$ cat config.mk
export PLATFORM = sky130hd
export DESIGN_NAME = psmb_target
export DESIGN_NICKNAME = d
export VERILOG_FILES = /design/src/hdl/psmb_pkg.sv /design/src/hdl/psmb_target.sv /design/src/hdl/psmb_sync.sv
export SDC_FILE = /design/constraint.sdc
export NUM_CORES = 2
export LEC_CHECK = 0
export ABC_CLOCK_PERIOD_IN_PS = 8200
export BUFFER_PORTS_ARGS = -buffer_cell sky130_fd_sc_hd__buf_2
export CORE_MARGIN = 2
export CORE_UTILIZATION = 57
export DETAILED_ROUTE_END_ITERATION = 6
export PLACE_DENSITY = 0.73
export SYNTH_ARGS = -nofsm -noshare
export SYNTH_HDL_FRONTEND = slang
export SYNTH_HIERARCHICAL = 1
export SYNTH_SLANG_ARGS = --single-unit
$ cat constraint.sdc
create_clock -name clk -period 8.2 [get_ports clk]
set_input_delay 0.41 -clock clk [delete_from_list [all_inputs] [get_ports clk]]
set_output_delay 0.41 -clock clk [all_outputs]
set_load 0.01 [all_outputs]
$ cat src/hdl/psmb_pkg.sv
// Purpose: shared constants, types and record image for the bus target
// Assumes: 7-bit two-wire addressing, 256-byte record store
// Notes: image holds header, product and multi-record areas only
package psmb_pkg;

   // ------------------------------------------------------------------
   // bus addressing
   // ------------------------------------------------------------------
   localparam logic [6:0] PSMB_MGMT_BASE = 7'h58;
   localparam logic [6:0] PSMB_REC_BASE = 7'h50;
   localparam logic [6:0] PSMB_GCALL_ADDR = 7'h00;
   localparam logic [3:0] PSMB_BYTE_BITS = 4'h8;
   localparam logic [3:0] PSMB_CNT_ZERO = 4'h0;
   localparam logic [7:0] PSMB_PTR_RST = 8'h00;
   localparam logic [7:0] PSMB_BYTE_ZERO = 8'h00;
   localparam logic [7:0] PSMB_ERASED = 8'hff;

   // ------------------------------------------------------------------
   // record store layout
   // ------------------------------------------------------------------
   localparam int PSMB_MEM_DEPTH = 256;
   localparam int PSMB_IMG_LEN = 71;
   localparam logic [7:0] PSMB_HDR_VER_OFS = 8'h00;
   localparam logic [7:0] PSMB_HDR_INT_OFS = 8'h01;
   localparam logic [7:0] PSMB_HDR_MR_OFS = 8'h05;
   localparam logic [7:0] PSMB_FMT_VER = 8'h01;
   localparam logic [7:0] PSMB_AREA_ABSENT = 8'h00;
   localparam logic [7:0] PSMB_PS_FLAGS_OFS = 8'h2e;
   localparam logic [7:0] PSMB_PS_FLAGS = 8'h1e;

   // one-hot bus states
   typedef enum logic [5:0] {
      ST_IDLE = 6'b000001,
      ST_ADDR = 6'b000010,
      ST_ACK  = 6'b000100,
      ST_RX   = 6'b001000,
      ST_TX   = 6'b010000,
      ST_RACK = 6'b100000
   } psmb_state_t;

   // header v1, no internal area, product at 8, multi-record at 24
   // product area padded to 16 bytes, asset tag empty (c0)
   // multi-record: supply info (type 00) then dc output (type 01, last)
   localparam logic [7:0] PSMB_IMG [0:PSMB_IMG_LEN-1] = '{
      8'h01, 8'h00, 8'h00, 8'h00, 8'h01, 8'h03, 8'h00, 8'hfb,
      8'h01, 8'h02, 8'h00, 8'hc0, 8'hc0, 8'hc0, 8'hc0, 8'hc0,
      8'hc0, 8'hc0, 8'hc1, 8'h00, 8'h00, 8'h00, 8'h00, 8'hfc,
      8'h00, 8'h02, 8'h18, 8'h64, 8'h82,
      8'h96, 8'h00, 8'hff, 8'hff, 8'h00, 8'h00, 8'h28, 8'h23,
      8'h20, 8'h67, 8'h00, 8'h00, 8'h00, 8'h00, 8'h2f, 8'h3f,
      8'h14, 8'h1e, 8'h96, 8'h00, 8'h00, 8'h00, 8'h00, 8'h00,
      8'h01, 8'h82, 8'h0d, 8'h67, 8'h09,
      8'h01, 8'hb0, 8'h04, 8'h74, 8'h04, 8'hec, 8'h04, 8'h78,
      8'h00, 8'h00, 8'h00, 8'hd4, 8'h30
   };

   // power-up content of one record byte
   function automatic logic [7:0] psmb_img(input int idx);
      psmb_img = (idx < PSMB_IMG_LEN) ? PSMB_IMG[idx] : PSMB_ERASED;
   endfunction : psmb_img

   // strapped 7-bit address from a base
   function automatic logic [6:0] psmb_addr(input logic [6:0] base,
                                            input logic [1:0] strap);
      psmb_addr = base | {5'h00, strap};
   endfunction : psmb_addr

endpackage : psmb_pkg

$ cat src/hdl/psmb_target.sv
// Purpose: two-wire bus target with management port and record store
// Assumes: clk well above 8x scl rate; no clock stretching
// Notes: record store reloads its image on reset (no retention)
`timescale 1ns/10ps
// Function
// - controller address from straps, B0h..B6h
// - controller also answers general call 00h
// - write guard high blocks all memory writes
// - record store address from straps, A0h..A6h
// - byte/sequential reads, byte/page writes supported
// - controller follows SMBus 2.0 framing
// - record image uses format version 1.0
// - header marks internal-use area absent
// - product area padded to 8-byte boundary
// - asset tag stored as zero length
// - multi-record holds only types 00, 01
// - flags mark hot swap, autoswitch, PFC
module psmb_target
   import psmb_pkg::*;
(
   input wire logic clk,
   input wire logic rst_n,
   input wire logic scl_i,
   input wire logic sda_i,
   output logic sda_o,
   output logic sda_oe,
   input wire logic addr_strap_bit0,
   input wire logic addr_strap_bit1,
   input wire logic wp_i,
   output logic mgmt_rx_valid,
   output logic [7:0] mgmt_rx_byte,
   output logic mgmt_rx_cmd,
   output logic mgmt_rx_gcall,
   input wire logic [7:0] mgmt_tx_byte,
   output logic mgmt_tx_take
);
   import psmb_pkg::*;

   typedef struct packed {
      psmb_state_t st;
      logic scl_p;
      logic sda_p;
      logic [7:0] sh;
      logic [3:0] cnt;
      logic rd;
      logic is_rec;
      logic gcall;
      logic first;
      logic mack;
      logic [7:0] ptr;
      logic sda_oe;
      logic sda_lvl;
      logic rx_valid;
      logic [7:0] rx_byte;
      logic rx_cmd;
      logic tx_take;
      logic mem_we;
      logic [7:0] mem_wa;
      logic [7:0] mem_wd;
   } psmb_regs_t;

   psmb_regs_t s_q;
   psmb_regs_t s_d;
   logic [4:0] pins_s;
   logic scl_s;
   logic sda_s;
   logic [1:0] strap_s;
   logic wp_s;
   logic rise;
   logic fall;
   logic start;
   logic stop;
   logic [6:0] mgmt_addr;
   logic [6:0] rec_addr;
   logic hit_mgmt;
   logic hit_rec;
   logic hit_gcall;
   logic [7:0] mem [0:PSMB_MEM_DEPTH-1];

   // ------------------------------------------------------------------
   // pin synchronisers
   // ------------------------------------------------------------------
   psmb_sync #(.W(5)) u_sync (
      .clk(clk),
      .rst_n(rst_n),
      .pin_i({wp_i, addr_strap_bit1, addr_strap_bit0, sda_i, scl_i}),
      .sync_o(pins_s)
   );

   assign scl_s = pins_s[0];
   assign sda_s = pins_s[1];
   assign strap_s = pins_s[3:2];
   assign wp_s = pins_s[4];

   // bus events from synced levels and their previous sample
   assign rise = scl_s & ~s_q.scl_p;
   assign fall = ~scl_s & s_q.scl_p;
   assign start = scl_s & s_q.scl_p & s_q.sda_p & ~sda_s;
   assign stop = scl_s & s_q.scl_p & ~s_q.sda_p & sda_s;

   // address decode on the completed address byte
   assign mgmt_addr = psmb_addr(PSMB_MGMT_BASE, strap_s);
   assign rec_addr = psmb_addr(PSMB_REC_BASE, strap_s);
   assign hit_mgmt = (s_q.sh[7:1] == mgmt_addr);
   assign hit_rec = (s_q.sh[7:1] == rec_addr);
   // general call is write-only
   assign hit_gcall = (s_q.sh[7:1] == PSMB_GCALL_ADDR) & ~s_q.sh[0];

   // ------------------------------------------------------------------
   // bus state machine
   // ------------------------------------------------------------------
   always_comb begin
      s_d = s_q;
      s_d.scl_p = scl_s;
      s_d.sda_p = sda_s;
      s_d.rx_valid = 1'b0;
      s_d.tx_take = 1'b0;
      s_d.mem_we = 1'b0;
      if (stop) begin
         s_d.st = ST_IDLE;
         s_d.sda_oe = 1'b0;
      end else if (start) begin
         // repeated start keeps the record pointer
         s_d.st = ST_ADDR;
         s_d.cnt = PSMB_CNT_ZERO;
         s_d.sda_oe = 1'b0;
      end else begin
         unique case (s_q.st)
            ST_IDLE: begin
               s_d.sda_oe = 1'b0;
            end
            ST_ADDR: begin
               if (rise) begin
                  s_d.sh = {s_q.sh[6:0], sda_s};
                  s_d.cnt = s_q.cnt + 4'h1;
               end else if (fall && s_q.cnt == PSMB_BYTE_BITS) begin
                  // ack only our own addresses
                  if (hit_mgmt || hit_rec || hit_gcall) begin
                     s_d.st = ST_ACK;
                     s_d.sda_oe = 1'b1;
                     s_d.rd = s_q.sh[0];
                     s_d.is_rec = hit_rec;
                     s_d.gcall = hit_gcall;
                     s_d.first = 1'b1;
                  end else begin
                     s_d.st = ST_IDLE;
                  end
               end
            end
            ST_ACK: begin
               // ack bit held for the whole high phase
               if (fall) begin
                  s_d.cnt = PSMB_CNT_ZERO;
                  if (s_q.rd) begin
                     s_d.st = ST_TX;
                     s_d.sh = s_q.is_rec ? mem[s_q.ptr] : mgmt_tx_byte;
                     s_d.sda_oe = s_q.is_rec ? ~mem[s_q.ptr][7]
                                             : ~mgmt_tx_byte[7];
                     s_d.tx_take = ~s_q.is_rec;
                  end else begin
                     s_d.st = ST_RX;
                     s_d.sda_oe = 1'b0;
                  end
               end
            end
            ST_RX: begin
               if (rise) begin
                  s_d.sh = {s_q.sh[6:0], sda_s};
                  s_d.cnt = s_q.cnt + 4'h1;
               end else if (fall && s_q.cnt == PSMB_BYTE_BITS) begin
                  s_d.st = ST_ACK;
                  s_d.sda_oe = 1'b1;
                  s_d.first = 1'b0;
                  if (s_q.is_rec) begin
                     if (s_q.first) begin
                        s_d.ptr = s_q.sh; // word address
                     end else begin
                        // page write wraps in 8 bytes
                        s_d.ptr = {s_q.ptr[7:3], s_q.ptr[2:0] + 3'h1};
                        s_d.mem_we = ~wp_s;
                        s_d.mem_wa = s_q.ptr;
                        s_d.mem_wd = s_q.sh;
                     end
                  end else begin
                     // command byte always passes; payload is guarded
                     s_d.rx_valid = s_q.first | ~wp_s;
                     s_d.rx_byte = s_q.sh;
                     s_d.rx_cmd = s_q.first;
                  end
               end
            end
            ST_TX: begin
               if (rise) begin
                  s_d.cnt = s_q.cnt + 4'h1;
               end else if (fall) begin
                  if (s_q.cnt == PSMB_BYTE_BITS) begin
                     s_d.st = ST_RACK;
                     s_d.sda_oe = 1'b0;
                     if (s_q.is_rec) begin
                        s_d.ptr = s_q.ptr + 8'h01; // sequential
                     end
                  end else begin
                     s_d.sh = {s_q.sh[6:0], 1'b0};
                     s_d.sda_oe = ~s_q.sh[6];
                  end
               end
            end
            ST_RACK: begin
               // controller ack keeps the read going, nack ends it
               if (rise) begin
                  s_d.mack = ~sda_s;
               end else if (fall) begin
                  if (s_q.mack) begin
                     s_d.st = ST_TX;
                     s_d.cnt = PSMB_CNT_ZERO;
                     s_d.sh = s_q.is_rec ? mem[s_q.ptr] : mgmt_tx_byte;
                     s_d.sda_oe = s_q.is_rec ? ~mem[s_q.ptr][7]
                                             : ~mgmt_tx_byte[7];
                     s_d.tx_take = ~s_q.is_rec;
                  end else begin
                     s_d.st = ST_IDLE;
                  end
               end
            end
            default: begin
               s_d.st = ST_IDLE;
               s_d.sda_oe = 1'b0;
            end
         endcase
      end
   end

   // state register; bus is released during reset
   always_ff @(posedge clk) begin
      if (!rst_n) begin
         s_q <= '0;
         s_q.st <= ST_IDLE;
         s_q.scl_p <= 1'b1;
         s_q.sda_p <= 1'b1;
         s_q.ptr <= PSMB_PTR_RST;
         s_q.sh <= PSMB_BYTE_ZERO;
      end else begin
         s_q <= s_d;
      end
   end

   // ------------------------------------------------------------------
   // record store; image reloaded on reset
   // ------------------------------------------------------------------
   // a flop array keeps the reload simple at the cost of area
   always_ff @(posedge clk) begin
      if (!rst_n) begin
         for (int i = 0; i < PSMB_MEM_DEPTH; i++) begin
            mem[i] <= psmb_img(i);
         end
      end else if (s_q.mem_we) begin
         mem[s_q.mem_wa] <= s_q.mem_wd;
      end
   end

   // outputs straight from the state register
   assign sda_o = s_q.sda_lvl;
   assign sda_oe = s_q.sda_oe;
   assign mgmt_rx_valid = s_q.rx_valid;
   assign mgmt_rx_byte = s_q.rx_byte;
   assign mgmt_rx_cmd = s_q.rx_cmd;
   assign mgmt_rx_gcall = s_q.gcall;
   assign mgmt_tx_take = s_q.tx_take;
endmodule : psmb_target

$ cat src/hdl/psmb_sync.sv
// Purpose: two-stage synchroniser for pin inputs
// Assumes: inputs are asynchronous to clk
// Notes: first stage feeds only the second
`timescale 1ns/10ps
module psmb_sync #(
   parameter int W = 5
) (
   input wire logic clk,
   input wire logic rst_n,
   input wire logic [W-1:0] pin_i,
   output logic [W-1:0] sync_o
);

   logic [W-1:0] meta_q;
   logic [W-1:0] sync_q;

   // ------------------------------------------------------------------
   // double flop; resets to released-bus level
   // ------------------------------------------------------------------
   always_ff @(posedge clk) begin
      if (!rst_n) begin
         meta_q <= '1;
         sync_q <= '1;
      end else begin
         meta_q <= pin_i;
         sync_q <= meta_q;
      end
   end

   assign sync_o = sync_q;

endmodule : psmb_sync

==> impl_results.md <==
- Post-synth EDFFs: roughly 2000
- Fmax: between 0.15 and 0.2 GHz
- Largest net degree at the start of global routing: ~160
- Worst Max-Slew Pin Slew: 1.433 ns
- Final WL: roughly 300 mm
- Port buffer count: 27
- Sequential fraction of the synthesis area: 64.11%
- Max Slew Vio Count: 0
- Root Driver: clkbuf_16
- GRT Residual Overflow: 0
- Maximum vdd drop: between 0.2 and 0.25 mV
- Drt drc: 0
- Width of the die: around 420 um
- Clock Skews: about 0.045 ns
- Vias in the first global route: ~60000
- GP Congestion: 0.9320
- Hold Slack: between 0.15 and 0.2 ns
- Final ANT Viol Nets: 0
- IO Pins: 29
- CTS tree: yes
- Gr usage total: 33.25%
- Area Growth Syn to Fin: 8.482%
- Post-synth ARST share: 0%
- Detailed Place HPWL: approximately 170 mm
- H-tree depth: 4
- Pre-CTS worst setup slack: a little over 3 ns
- Tmin final: roughly 5.4 ns
- DRT iter0 DRCs: around 11000
- Rel. slew slack: under 10%
- DR pass1 iterations: 6
- Hold Crit Class: in2reg
- Period Utilization, post-route: about two thirds
- Hold Violations, Final: 0
- Clock latency on the worst-skew pair: 0.88 ns
- Initial antenna violation count: 19
- RSZ-0062 raised after global routing: no
- Critical Path Source Type: register
- Most frequent cells in the layout: edfxtp_1, or3_1, mux4_2, and3_1, o21ai_0
- Cell row count: between 150 and 200
- Synth warnings: 6
- Fin nets: approximately 6300
- Initial Utilization: between 50% and 60%
- PnR worst setup slack: 2.812 ns
- Gate Count Post-Synth: approximately 6700
- Leakage power: between 30 and 40 nW
- Run status: complete, no violations
- DR vias: 62296
- CP required: between 8 and 9 ns
- Setup TNS Final: 0 ns
- WL/cell: approximately 33 um
- Worst EP arrival: ~6.1 ns
- Clock Sinks: between 2000 and 2500
- Core Area: about 170000 um2
- CP Max Fanout: 38
- Die area: between 150000 and 200000 um2
- Synthesized Nets: roughly 6700
- P per Cell Area: approximately 210 nW/um2
- Yosys cell types: 70
- Chip height: approximately 420 um
- Commonest non-fill, non-tap cell in the layout: edfxtp_1
- CTS Buf Count: 206
- Synth Flop Type: edfxtp_1
- Share of layout cells above drive strength 1: 21.36%
- Clk buf depth: 3
- Resize count post-CTS: 0
- Yosys reg bits: 2120
- Max-cap violations: 0
- Post-Syn Area per Cell: ~15 um2
- DR vias/cell: approximately 7.1
- Mapped cell area: 98180 um2
- Final number of setup-violating endpoints: 0
- Clock slew at reported path FFs: around 0.07 ns
- Setup CP Type: reg2reg
- Global-route wire length before repair: around 420 mm
- Crit. End Element: register
==> report_power, final <==
group	internal [mW]	leakage, nW	switching (mW)
Combinational	0.169	9.14	0.345
Sequential	12.3	20.0	0.138
Clock	5.22	3.19	4.17
==> timing repair <==
item,4_1_cts,5_1_grt
hold buffers,11,0
buffers inserted,0,0
endpoints found under the hold margin,12,0
==> stage by stage <==
step	cells	util (%)	cell area [um2]	total power, mW
floorplan	6672	-	98180	12.86
global placement	8363	58.24	99800	13.09
detailed placement	8363	58.24	99800	13.13
CTS	8751	62.14	106500	22.30
global route	8751	62.14	106500	22.76
finish	8761	62.15	106500	22.30
==> synthesized netlist by cell type, types with 4 or more instances <==
library cell  count  area share, %
buf_6            21           0.24
nor2b_1          22           0.14
a221oi_1         15           0.13
or3_1          1243            7.9
nand2b_1         40           0.25
o22ai_1           8          0.051
and2_1           27           0.17
buf_4            40           0.31
clkbuf_1        737            2.8
a22oi_1          84           0.64
o211ai_1          6          0.046
mux2i_1          84           0.86
nand3_1         211            1.1
a311oi_1          9          0.080
inv_1             7          0.027
a31oi_1           5          0.032
clkinv_1          4          0.015
nor2_1          106           0.41
a21oi_1          71           0.36
o21ai_0         255            1.3
o221ai_1         12           0.11
a211oi_1         10          0.076
nor3_1           82           0.42
edfxtp_1       2048             63
nand2_1         130           0.50
dfxtp_1          72            1.5
buf_2            70           0.36
or2_2           184            1.2
a22o_1           13           0.12
or4_1             6          0.046
nor4_1           13          0.083
and3_1          366            2.3
nand4_1          30           0.19
xor2_1            5          0.045
mux4_2          565             13
buf_1            15          0.057
==> state kept, by name (all words and copies together) (netlist names) <==
signal and count:
u_sync/sync_o 5, mgmt_rx_byte 8, s_q 49, mgmt_rx_gcall 1, mgmt_tx_take 1, mgmt_rx_cmd 1
mem 2048, mgmt_rx_valid 1, sda_oe 1, u_sync/meta_q 5
==> layout make-up <==
type / count / area (um2)
Clock inverter: 113 / 1132
Clock buffer: 264 / 5433
Fill cell: 12031 / 64850
Antenna cell: 10 / 25.02
Sequential cell: 2120 / 62980
Inverter: 12 / 52.55
Timing Repair Buffer: 278 / 2207
Multi-Input combinational cell: 3654 / 31780
Tap cell: 2310 / 2890
==> worst max-delay path, stage by stage (launching register included) <==
cell and delay (ns):
dfxtp_4 0.90, buf_4 0.58, mux4_2 0.73, a221oi_1 0.95
o21ai_0 0.50, nor4_1 1.17, a211o_1 0.20, a311oi_1 0.09
==> final timing paths <==
check	from	slack (ns)	end	cells after the start
max	s_q[30]	2.81	s_q[53]	7
min	mgmt_tx_byte[3]	0.16	s_q[50]	5
max reg2reg	s_q[30]	2.81	s_q[53]	7
min reg2reg	u_sync/meta_q[0]	0.40	u_sync/sync_o[0]	1
==> kinds of logic (layout without fill, tap and decap cells) <==
| group | count (synthesis) | count (layout) | synth area share, % |
|---|---|---|---|
| AO/OA/AOI/OAI | 517 | 517 | 3.228 |
| XOR/XNOR | 5 | 5 | 0.04460 |
| adder cells (fa/ha/maj) | 3 | 3 | 0.03824 |
| buffers and inverters | 898 | 667 | 3.876 |
| flip-flops | 2120 | 2120 | 64.11 |
| multiplexers | 651 | 651 | 13.84 |
| other | 1 | 11 | 0.003820 |
| AND/OR/NAND/NOR | 2477 | 2477 | 14.86 |
==> layer usage <==
| metal | track usage, % | vias to the layer above | routed length [um] |
|---|---|---|---|
| li1 | - | 25357 | - |
| met1 | 45.03 | 31188 | 101000 |
| met2 | 49.70 | 4908 | 132500 |
| met3 | 9.257 | 825 | 41300 |
| met4 | 16.77 | 18 | 16490 |
| met5 | 0.3890 | - | 210 |
No activity file was read; power rests on OpenSTA's default activity.
